`src/iso_irq_pkg.sv`:
```
// Package: register map, field widths and reset values of the isochronous interrupt block
package iso_irq_pkg;
    localparam int ISO_ADDR_W = 8;
    localparam logic [7:0] ISO_TX_MASK_SET_OFS = 8'h98;
    localparam logic [7:0] ISO_TX_MASK_CLR_OFS = 8'h9c;
    localparam logic [7:0] ISO_RX_EVT_SET_OFS = 8'ha0;
    localparam logic [7:0] ISO_RX_EVT_CLR_OFS = 8'ha4;
    localparam logic [7:0] ISO_RX_MASK_SET_OFS = 8'ha8;
    localparam logic [7:0] ISO_RX_MASK_CLR_OFS = 8'hac;
    localparam logic [7:0] ISO_FAIR_OFS = 8'hdc;
    localparam logic [7:0] ISO_TX_EVT_SET_OFS = 8'h90;
    localparam logic [7:0] ISO_TX_EVT_CLR_OFS = 8'h94;
    localparam logic [7:0] ISO_IRQ_STAT_OFS = 8'hf0;
    localparam logic [7:0] ISO_IRQ_CLR_OFS = 8'hf4;
    localparam logic [7:0] ISO_IRQ_EN_OFS = 8'hf8;
    localparam int ISO_TX_N = 8;
    localparam int ISO_RX_N = 4;
    localparam int ISO_FAIR_W = 8;
    localparam int ISO_STAT_W = 2;
    localparam int ISO_STAT_RX = 0;
    localparam int ISO_STAT_TX = 1;
    localparam logic [ISO_TX_N-1:0] ISO_TX_MASK_RST = 8'h00;
    localparam logic [ISO_RX_N-1:0] ISO_RX_MASK_RST = 4'h0;
    localparam logic [ISO_RX_N-1:0] ISO_RX_EVT_RST = 4'h0;
    localparam logic [ISO_FAIR_W-1:0] ISO_FAIR_RST = 8'h00;
endpackage

```
`src/iso_irq_edge.sv`:
```
// Rising-edge detector for per-context completion signals
`timescale 1ns/1ps
`default_nettype none
module iso_irq_edge #(
    parameter int N = 4
) (
    input wire logic pclk,
    input wire logic presetn,
    input wire logic [N-1:0] level,
    output logic [N-1:0] rise
);
    logic [N-1:0] prev_q;
    always_ff @(posedge pclk or negedge presetn) begin
        if (!presetn) begin
            prev_q <= '0;
        end else begin
            prev_q <= level;
        end
    end
    assign rise = level & ~prev_q;
endmodule
`default_nettype wire

```
`src/iso_irq_regs.sv`:
```
// Isochronous per-context interrupt registers, fairness limit and APB slave
//
// Our own choice: the APB interface to the registers.
`timescale 1ns/1ps
`default_nettype none
// Overview of operation
// RL1: Transmit mask has set and clear aliases
// RL2: Mask alias reads return stored mask
// RL3: Transmit mask eight bits, upper bits zero
// RL4: Receive completion with irq raises event
// RL5: Rising edge or set write sets event
// RL6: Only clear-alias write one clears event
// RL7: Clear alias read gives event AND mask
// RL8: Receive event bits 3..0 only
// RL9: Event bit n names receive channel n
// RL10: Four-bit receive mask with set/clear aliases
// RL11: Fairness field limits priority requests
// RL12: Fairness resets zero, upper bits zero
// RL13: Transmit clear alias read ANDs mask
// RL14: Summaries drive from masked event bits
module iso_irq_regs (
    input wire logic pclk,
    input wire logic presetn,
    input wire logic psel,
    input wire logic penable,
    input wire logic pwrite,
    input wire logic [31:0] paddr,
    input wire logic [31:0] pwdata,
    input wire logic [3:0] pstrb,
    output logic [31:0] prdata,
    output logic pready,
    output logic pslverr,
    input wire logic [iso_irq_pkg::ISO_RX_N-1:0] rx_ctx_irq,
    input wire logic [iso_irq_pkg::ISO_TX_N-1:0] tx_ctx_irq,
    output logic iso_receive_summary_event,
    output logic iso_transmit_summary_event,
    output logic [iso_irq_pkg::ISO_FAIR_W-1:0] pri_req_limit,
    output logic irq
);
    import iso_irq_pkg::*;

    ////////////////////////////////////////////////////////////////////////////
    // Bus decode
    logic wr;
    logic rd;
    logic [ISO_ADDR_W-1:0] ofs;
    logic hit;
    logic [31:0] wmask;
    assign ofs = paddr[ISO_ADDR_W-1:0];
    assign wr = psel & penable & pwrite;
    assign rd = psel & penable & ~pwrite;
    assign pready = 1'b1;
    always_comb begin
        for (int i = 0; i < 4; i++) begin
            wmask[i*8 +: 8] = {8{pstrb[i]}};
        end
    end
    always_comb begin
        hit = 1'b0;
        if (paddr[31:ISO_ADDR_W] == '0) begin
            unique case (ofs)
                ISO_TX_MASK_SET_OFS, ISO_TX_MASK_CLR_OFS, ISO_RX_EVT_SET_OFS, ISO_RX_EVT_CLR_OFS,
                ISO_RX_MASK_SET_OFS, ISO_RX_MASK_CLR_OFS, ISO_FAIR_OFS, ISO_TX_EVT_SET_OFS,
                ISO_TX_EVT_CLR_OFS, ISO_IRQ_STAT_OFS, ISO_IRQ_CLR_OFS, ISO_IRQ_EN_OFS: hit = 1'b1;
                default: hit = 1'b0;
            endcase
        end
    end
    assign pslverr = psel & penable & ~hit;

    logic [31:0] wd;
    assign wd = pwdata & wmask;
    function automatic logic sel(input logic [ISO_ADDR_W-1:0] o);
        sel = wr & hit & (ofs == o);
    endfunction

    ////////////////////////////////////////////////////////////////////////////
    // Event and mask banks
    logic [ISO_RX_N-1:0] rx_rise;
    logic [ISO_TX_N-1:0] tx_rise;
    logic [ISO_RX_N-1:0] rx_evt;
    logic [ISO_TX_N-1:0] tx_evt;
    logic [ISO_RX_N-1:0] rx_mask;
    logic [ISO_TX_N-1:0] tx_mask;

    // Completion flags come from logic on pclk, so no synchroniser
    iso_irq_edge #(.N(ISO_RX_N)) u_rx_edge (
        .pclk(pclk),
        .presetn(presetn),
        .level(rx_ctx_irq),
        .rise(rx_rise)
    );
    iso_irq_edge #(.N(ISO_TX_N)) u_tx_edge (
        .pclk(pclk),
        .presetn(presetn),
        .level(tx_ctx_irq),
        .rise(tx_rise)
    );

    // Bit n tracks receive channel n (see RL9); edge or set write sets it (see RL4) (see RL5)
    iso_irq_w1sc #(.N(ISO_RX_N), .RST(ISO_RX_EVT_RST)) u_rx_evt (
        .pclk(pclk),
        .presetn(presetn),
        .set(rx_rise | ({ISO_RX_N{sel(ISO_RX_EVT_SET_OFS)}} & wd[ISO_RX_N-1:0])),
        .clr({ISO_RX_N{sel(ISO_RX_EVT_CLR_OFS)}} & wd[ISO_RX_N-1:0]), // see RL6
        .value(rx_evt)
    );
    iso_irq_w1sc #(.N(ISO_TX_N), .RST(ISO_TX_MASK_RST)) u_tx_evt (
        .pclk(pclk),
        .presetn(presetn),
        .set(tx_rise | ({ISO_TX_N{sel(ISO_TX_EVT_SET_OFS)}} & wd[ISO_TX_N-1:0])),
        .clr({ISO_TX_N{sel(ISO_TX_EVT_CLR_OFS)}} & wd[ISO_TX_N-1:0]),
        .value(tx_evt)
    );
    // Mask aliases: ones set via set alias, ones clear via clear alias (see RL1) (see RL10)
    iso_irq_w1sc #(.N(ISO_TX_N), .RST(ISO_TX_MASK_RST)) u_tx_mask (
        .pclk(pclk),
        .presetn(presetn),
        .set({ISO_TX_N{sel(ISO_TX_MASK_SET_OFS)}} & wd[ISO_TX_N-1:0]),
        .clr({ISO_TX_N{sel(ISO_TX_MASK_CLR_OFS)}} & wd[ISO_TX_N-1:0]),
        .value(tx_mask)
    );
    iso_irq_w1sc #(.N(ISO_RX_N), .RST(ISO_RX_MASK_RST)) u_rx_mask (
        .pclk(pclk),
        .presetn(presetn),
        .set({ISO_RX_N{sel(ISO_RX_MASK_SET_OFS)}} & wd[ISO_RX_N-1:0]),
        .clr({ISO_RX_N{sel(ISO_RX_MASK_CLR_OFS)}} & wd[ISO_RX_N-1:0]),
        .value(rx_mask)
    );

    // Summaries are combinational so they follow the registers without delay
    assign iso_receive_summary_event = |(rx_evt & rx_mask); // see RL14
    assign iso_transmit_summary_event = |(tx_evt & tx_mask); // see RL14

    ////////////////////////////////////////////////////////////////////////////
    // Fairness limit
    logic [ISO_FAIR_W-1:0] fair_q;
    always_ff @(posedge pclk or negedge presetn) begin
        if (!presetn) begin
            fair_q <= ISO_FAIR_RST; // see RL12
        end else if (sel(ISO_FAIR_OFS) && pstrb[0]) begin
            fair_q <= pwdata[ISO_FAIR_W-1:0]; // see RL11
        end
    end
    assign pri_req_limit = fair_q; // see RL11

    ////////////////////////////////////////////////////////////////////////////
    // Summary interrupt status, clear and enable
    logic [ISO_STAT_W-1:0] stat_q;
    logic [ISO_STAT_W-1:0] en_q;
    logic [ISO_STAT_W-1:0] sum_now;
    logic [ISO_STAT_W-1:0] sum_prev_q;
    logic [ISO_STAT_W-1:0] stat_set;
    logic [ISO_STAT_W-1:0] stat_clr;
    assign sum_now[ISO_STAT_RX] = iso_receive_summary_event;
    assign sum_now[ISO_STAT_TX] = iso_transmit_summary_event;
    assign stat_set = sum_now & ~sum_prev_q;
    assign stat_clr = {ISO_STAT_W{sel(ISO_IRQ_CLR_OFS)}} & wd[ISO_STAT_W-1:0];
    always_ff @(posedge pclk or negedge presetn) begin
        if (!presetn) begin
            sum_prev_q <= '0;
        end else begin
            sum_prev_q <= sum_now;
        end
    end
    always_ff @(posedge pclk or negedge presetn) begin
        if (!presetn) begin
            stat_q <= '0;
        end else begin
            stat_q <= (stat_q & ~stat_clr) | stat_set;
        end
    end
    always_ff @(posedge pclk or negedge presetn) begin
        if (!presetn) begin
            en_q <= '0;
        end else if (sel(ISO_IRQ_EN_OFS)) begin
            en_q <= wd[ISO_STAT_W-1:0];
        end
    end
    assign irq = |(stat_q & en_q);

    ////////////////////////////////////////////////////////////////////////////
    // Read mux; reads never alter any state (see RL6)
    always_comb begin
        prdata = '0;
        if (rd && hit) begin
            unique case (ofs)
                ISO_TX_MASK_SET_OFS, ISO_TX_MASK_CLR_OFS: prdata[ISO_TX_N-1:0] = tx_mask; // see RL2 (see RL3)
                ISO_RX_MASK_SET_OFS, ISO_RX_MASK_CLR_OFS: prdata[ISO_RX_N-1:0] = rx_mask; // see RL2
                ISO_RX_EVT_SET_OFS: prdata[ISO_RX_N-1:0] = rx_evt; // see RL8
                ISO_RX_EVT_CLR_OFS: prdata[ISO_RX_N-1:0] = rx_evt & rx_mask; // see RL7
                ISO_TX_EVT_SET_OFS: prdata[ISO_TX_N-1:0] = tx_evt;
                ISO_TX_EVT_CLR_OFS: prdata[ISO_TX_N-1:0] = tx_evt & tx_mask; // see RL13
                ISO_FAIR_OFS: prdata[ISO_FAIR_W-1:0] = fair_q; // see RL12
                ISO_IRQ_STAT_OFS: prdata[ISO_STAT_W-1:0] = stat_q;
                ISO_IRQ_EN_OFS: prdata[ISO_STAT_W-1:0] = en_q;
                default: prdata = '0;
            endcase
        end
    end
endmodule
`default_nettype wire

```
`src/iso_irq_w1sc.sv`:
```
// Set/clear alias register bank with set-over-clear priority
`timescale 1ns/1ps
`default_nettype none
module iso_irq_w1sc #(
    parameter int N = 4,
    parameter logic [N-1:0] RST = '0
) (
    input wire logic pclk,
    input wire logic presetn,
    input wire logic [N-1:0] set,
    input wire logic [N-1:0] clr,
    output logic [N-1:0] value
);
    logic [N-1:0] val_q;
    always_ff @(posedge pclk or negedge presetn) begin
        if (!presetn) begin
            val_q <= RST;
        end else begin
            // A set in the same cycle as a clear wins
            val_q <= (val_q & ~clr) | set;
        end
    end
    assign value = val_q;
endmodule
`default_nettype wire
```
`config.mk`:
```
export PLATFORM = sky130hd
export DESIGN_NAME = iso_irq_regs
export DESIGN_NICKNAME = d
export VERILOG_FILES = /design/src/iso_irq_pkg.sv /design/src/iso_irq_edge.sv /design/src/iso_irq_regs.sv /design/src/iso_irq_w1sc.sv
export SDC_FILE = /design/constraint.sdc
export NUM_CORES = 1
export LEC_CHECK = 0
export ABC_AREA = 0
export BUFFER_PORTS_ARGS = -buffer_cell sky130_fd_sc_hd__buf_2
export CORE_ASPECT_RATIO = 0.7
export CORE_MARGIN = 1
export CORE_UTILIZATION = 35
export DETAILED_ROUTE_END_ITERATION = 8
export GPL_TIMING_DRIVEN = 0
export HOLD_SLACK_MARGIN = 0.08
export SKIP_CTS_REPAIR_TIMING = 1
export SYNTH_ARGS = -nofsm -noshare
export SYNTH_HDL_FRONTEND = slang
export SYNTH_SLANG_ARGS = --single-unit
```
`constraint.sdc`:
```
create_clock -name pclk -period 1.5 [get_ports pclk]
set_clock_uncertainty 0.05 [all_clocks]
set_input_delay 0 -clock pclk [delete_from_list [all_inputs] [get_ports pclk]]
set_output_delay 0 -clock pclk [all_outputs]
set_load 0.01 [all_outputs]
```
; Word-level counts from Yosys, hierarchy flattened
; Index checks and enable logic that the tools add are counted.
; Widths: inputs -> output; s select.
[classes]
eq_ne = 12
n_mux = 6
bitwise = 54
reduce_logical = 9
[ops]
columns = operator, count
row1 = $eq 8x8->1 const B, 12
row2 = $and 8x8->8, 9
row3 = $and 4x4->4, 8
row4 = $logic_not 24->1, 1
row5 = $not 8->8, 3
row6 = $or 8x8->8, 3
row7 = $pmux 2 s9, 1
row8 = $and 1x1->1, 16
row9 = $pmux 4 s4, 1
row10 = $pmux 2 s7, 1
row11 = $not 4->4, 3
row12 = $or 4x4->4, 3
row13 = $reduce_or 12->1, 1
row14 = $and 2x2->2, 4
row15 = $mux 8, 1
row16 = $reduce_or 8->1, 1
row17 = $reduce_or 2->1, 3
row18 = $not 2->2, 2
row19 = $reduce_or 4->1, 1
row20 = $logic_and 1x1->1, 2
row21 = $mux 1, 2
row22 = $not 1->1, 2
row23 = $or 2x2->2, 1
[word_totals]
ff_bits = 50
inputBits = 85
output_inout_bits = 45
elab_cells = 91

; Depth between registers and ports, before layout
[depth]
ltp_word = 10
depth_mapped = 7
depth_no_buf = 5

; Cells and area by module
; Synthesis repeated with hierarchy kept, for this count alone.
[hier_totals]
hier_cells = 333
area_unflattened_um2 = 3128.0
[modules_own_cells]
columns = mod, n_inst, cells_per_inst, area_each_um2, seq_area_each_um2
row1 = iso_irq_regs, 1, 237, 1791.7, 350.3
row2 = iso_irq_w1sc (u_tx_evt ...), 2, 24, 290.3, 200.2
row3 = iso_irq_edge (u_tx_edge), 1, 16, 310.3, 200.2
row4 = iso_irq_w1sc (u_rx_evt ...), 2, 12, 145.1, 100.1
row5 = iso_irq_edge (u_rx_edge), 1, 8, 155.1, 100.1

; Worst setup path before layout
; Ideal clock, no wire load.
[synth_path]
path_type = input to register
from = input port paddr[20]
to = register u_tx_evt.val_q[4] (netlist: u_tx_evt.value[4])
setup_time_ns = 0.126
t_arrival_ns = 1.373
required_ns = 1.324
path_slack_ns = -0.050
cell_stages = 5
n_path_buf = 0
cell_sequence = nor4_2 -> nand4_4 -> nor4_4 -> nand2_1 -> a221o_1
[synth_between]
elab_chain_len = 8
elab_cells_between_ends = 11
[synth_lines]
columns = element, line
row1 = start: declaration, iso_irq_regs.sv:27  ; input wire logic [31:0] paddr,
row2 = $logic_not 24->1 (*), iso_irq_regs.sv:60  ; if (paddr[31:ISO_ADDR_W] == '0) begin
row3 = $mux 1 (*), iso_irq_regs.sv:60
row4 = $and 1x1->1 (*), iso_irq_regs.sv:74  ; sel = wr & hit & (ofs == o);
row5 = $and 1x1->1, iso_irq_regs.sv:74
row6 = $and 8x8->8, iso_irq_regs.sv:112  ; .clr({ISO_TX_N{sel(ISO_TX_EVT_CLR_OFS)}} & wd[ISO_TX_N-1:0]),
row7 = $not 8->8, iso_irq_w1sc.sv:20  ; val_q <= (val_q & ~clr) | set;
row8 = $and 8x8->8, iso_irq_w1sc.sv:20
row9 = $or 8x8->8 (*), iso_irq_w1sc.sv:20
row10 = end signal: assignment, iso_irq_w1sc.sv:20
row11 = end: declaration, iso_irq_w1sc.sv:14  ; logic [N-1:0] val_q;
; Mark *: on every way between the ends. The rest lies on a longest branch, timed or not.
; A chain may end at the register's enable or synchronous reset.

; Final worst setup path
[layout_path]
from = register u_tx_mask.val_q[0] (netlist: u_tx_mask.value[0])
to = output port prdata[0]
[layout_between]
elab_chain_len = 3
[layout_lines]
columns = element, line
row1 = start: declaration, iso_irq_w1sc.sv:14
row2 = start signal: assignment, iso_irq_w1sc.sv:20
row3 = $and 8x8->8, iso_irq_regs.sv:193  ; ISO_TX_EVT_CLR_OFS: prdata[ISO_TX_N-1:0] = tx_evt & tx_mask;
row4 = $pmux 2 s9 (*), iso_irq_regs.sv:187  ; unique case (ofs)
row5 = $mux 8 (*), iso_irq_regs.sv:186  ; if (rd && hit) begin
row6 = end: declaration, iso_irq_regs.sv:30  ; output logic [31:0] prdata,
; Marks and branches as above.

==> flow_summary_export.csv <==
group,metric,value,unit
sta,fmax,665.9,MHz
worst_setup_path,crit_buf_inv,2,
logic_synthesis,synth_seq_cells,50,
die,io_pins,130,
grt,grt_pass1_vias,2308,
grt,grt_pass1_wl,12.03,mm
worst_setup_path,path_max_fanout,3,
logic_synthesis,synth_warnings,0,
die,rows,27,
grt,antenna_found_initial,0,
final_layout,final_nets,512,
grt,grt_remaining_overflow,0,
drt,drt_wl_total,7.826,mm
placed_design,pre_cts_slack,-0.5922,ns
placed_design,gp_congestion,0.8520,
clock_network,cts_buffers,5,
sta,worstMarginPinSlew,1.099,ns
clock_network,cts_tree,"built",
placed_design,port_buffers,74,
drt,drtPass1Iterations,4,
final_layout,drive_gt1_frac,0.3902,
power,p_total,3.048,mW
clock_network,cts_sinks,50,
final_layout,diodes,0,
power,power.density,727.0,mW/mm^2
worst_setup_path,worstSetupPathType,"register to primary output",
worst_hold_path,hp-class,"input pin to register",
worst_setup_path,crit_family,"compound AO/OA/AOI/OAI gates",
drt,num_vias,2628,
logic_synthesis,syn_inst,287,
worst_setup_path,worst_path_largest_cell_delay,0.41,ns
sta,layout_min_cycle_time,1.502,ns
final_layout,syn_to_final_growth,46.52,%
worst_setup_path,crit_arrival,1.45,ns
sta,finalWorstSetupSlack,-0.001704,ns
clock_network,cts-root-buf,"clkbuf_16",
worst_setup_path,cp_slowest_cell,"dfrtp_1",
logic_synthesis,synth_cell_types,46,
sta,rsz0062_at_grt,"yes",
die,die-area,0.008547,sq mm
clock_network,insertion_delay,0.29,ns
die,floorplan.initialDensity,0.3620,
drt,wl_per_cell,14.79,microns
grt,grt.total_usage,0.1866,
final_layout,n_fill_cell,723,
status,failed_checks,"negative setup slack",
logic_synthesis,yosysSeqAreaShare,0.4373,
drt,drc,0,
worst_setup_path,path_cells,"buf_4, a22o_1, a22oi_2, a31oi_1, buf_2",
drt,drt_iter0_drc,156,
die,die_x,110.1,microns
worst_setup_path,worstSetupEndpointType,"primary output",
drt,ant_nets,0,
flow_run,maxCapViolCount,0,
die,die_h,77.65,microns
worst_setup_path,crit_required,1.45,ns
status,outcome,"finished with violations",
die,core_area,0.007905,sq mm
worst_setup_path,cp-start-kind,"register",
clock_network,clockBufferDepth,2,
sta,slew_headroom,0.2671,
sta,finalSetupViolations,1,
logic_synthesis,syn_avg_cell_area,9.970,sq um
logic_synthesis,syn-cell-area,0.002861,sq mm
sta,finalCritPeriodShare,1.001,
power,ir_drop,0.6321,mV
power,power_leakage,2.064,nW
sta,slew_violations,0,
clock_network,h-tree-depth,2,
drt,viasPerCell,4.968,
sta,hold_ws,0.07196,ns
clock_network,clkTransAtPathRegs,0.07,ns
placed_design,dp_hpwl,5.603,mm
grt,grt_max_degree,51,
sta,hold_viol_final,0,
==> layout make-up <==
type                       instances  area [sq um]  area share
buffer                            33         244.0     0.05819
clock buffer                       5         125.1     0.02984
sequential                        50          1251      0.2984
timing repair buffer             110         745.7      0.1779
multi-input combinational        211          1600      0.3817
clock inverter                     3         40.04    0.009549
inverter                          16         60.06     0.01432
tap                              101         126.4     0.03014
==> layer usage <==
| metal | up-vias | part of all wire | GRT usage |
|---|---|---|---|
| met5 | - | 0 | 0 |
| met4 | 0 | 0.0059 | 0.03333 |
| met3 | 5 | 0.069 | 0.03866 |
| met2 | 100 | 0.46 | 0.2713 |
| met1 | 1261 | 0.47 | 0.2841 |
| li1 | 1262 | - | - |
==> registers in the layout, summed over array words and instances, names as in the netlist, 4 cells and up <==
name and cells:
u_tx_edge.prev_q 8, u_rx_edge.prev_q 4, u_rx_evt.value 4, u_tx_evt.value 8, u_rx_mask.value 4, u_tx_mask.value 8
pri_req_limit 8
==> stage by stage <==
| stage | instances | cell area [sq um] | utilization | TNS [ns] |
|---|---|---|---|---|
| CTS | 493 | 3661 | 0.4631 | -6.981 |
| finish | 529 | 4193 | 0.5304 | -0.001704 |
| detailed placement | 485 | 3496 | 0.4422 | -16.19 |
| floorplan | 310 | 2999 | - | -0.2011 |
| global route | 529 | 4193 | 0.5304 | -0.4955 |
| global placement | 485 | 3496 | 0.4422 | -15.38 |
==> path summary, 6_finish.rpt <==
kind	from	to	slack (ns)	cells after the start
max reg2reg	u_tx_evt.value[5]	stat_q[1]	0.15	3
min	paddr[3]	stat_q[0]	0.07	4
max	u_tx_mask.value[0]	prdata[0]	-0.002	5
min reg2reg	stat_q[0]	stat_q[0]	0.46	1
min in group asynchronous	presetn	u_rx_edge.prev_q[2]	0.41	2
max in group asynchronous	presetn	u_tx_evt.value[4]	0.31	2
==> report_power, final <==
part           switching, mW  internal (mW)  total, mW
clock                  0.500          0.781       1.28
sequential           0.00467           1.36       1.37
combinational          0.204          0.193      0.398
==> placed cells by master (no fill, tap or decap), drive strengths merged <==
cell and n:
a2111o 1, a211o 4, a21o 1, a21oi 9
a221o 8, a22o 3, a22oi 13, a31oi 4
a41oi 2, and2 2, and3 7, and4bb 1
buf 120, bufinv 1, clkbuf 8, clkinv 2
conb 25, dfrtp 50, dlygate4sd3 20, inv 16
mux2 9, mux2i 15, nand2 34, nand3 10
nand3b 1, nand4 5, nor2 16, nor2b 13
nor3 6, nor3b 1, nor4 8, nor4b 2
o21ai 6, o221ai 2, o22ai 1, o2bb2ai 1
xnor2 1
==> cells in the mapped netlist, drive strengths merged <==
library cell,number,area [sq um]
a221o,8,80.08
conb,2,7.510
inv,16,60.06
and4bb,1,12.51
buf,32,225.2
nand3b,1,7.510
a41oi,2,17.52
mux2i,15,150.1
nor3,6,46.30
nor2b,13,81.33
a22o,3,26.28
nand2,34,137.6
a22oi,13,97.59
o221ai,2,17.52
nor2,16,62.56
o21ai,6,30.03
nor4,8,105.1
nor4b,2,32.53
nand3,10,50.05
o22ai,1,6.260
o2bb2ai,1,8.760
a21oi,9,45.04
and2,2,12.51
clkbuf,1,3.750
dfrtp,50,1251
mux2,9,101.4
nand4,5,46.29
a31oi,4,25.02
a21o,1,7.510
and3,7,43.79
nor3b,1,7.510
a211o,4,35.03
xnor2,1,8.760
a2111o,1,11.26
==> cells by family (layout without fill, tap and decap cells) <==
| kind of cell | after synthesis | in the layout | share of synthesized area |
|---|---|---|---|
| compound gates | 55 | 55 | 0.1425 |
| simple gates | 106 | 106 | 0.2256 |
| mux | 24 | 24 | 0.08789 |
| flops | 50 | 50 | 0.4373 |
| xor+xnor | 1 | 1 | 0.003061 |
| buf+inv | 49 | 167 | 0.1010 |
| other cells | 2 | 25 | 0.002625 |
==> tightest hold or removal path: cells and delay by family <==
kind | cells | cell delay [ns]
buffers and inverters | 1 | 0.12
and+or+nand+nor | 2 | 0.15
AOI/OAI and AO/OA | 1 | 0.11
Note: power is estimated with default switching activity, not from simulation.
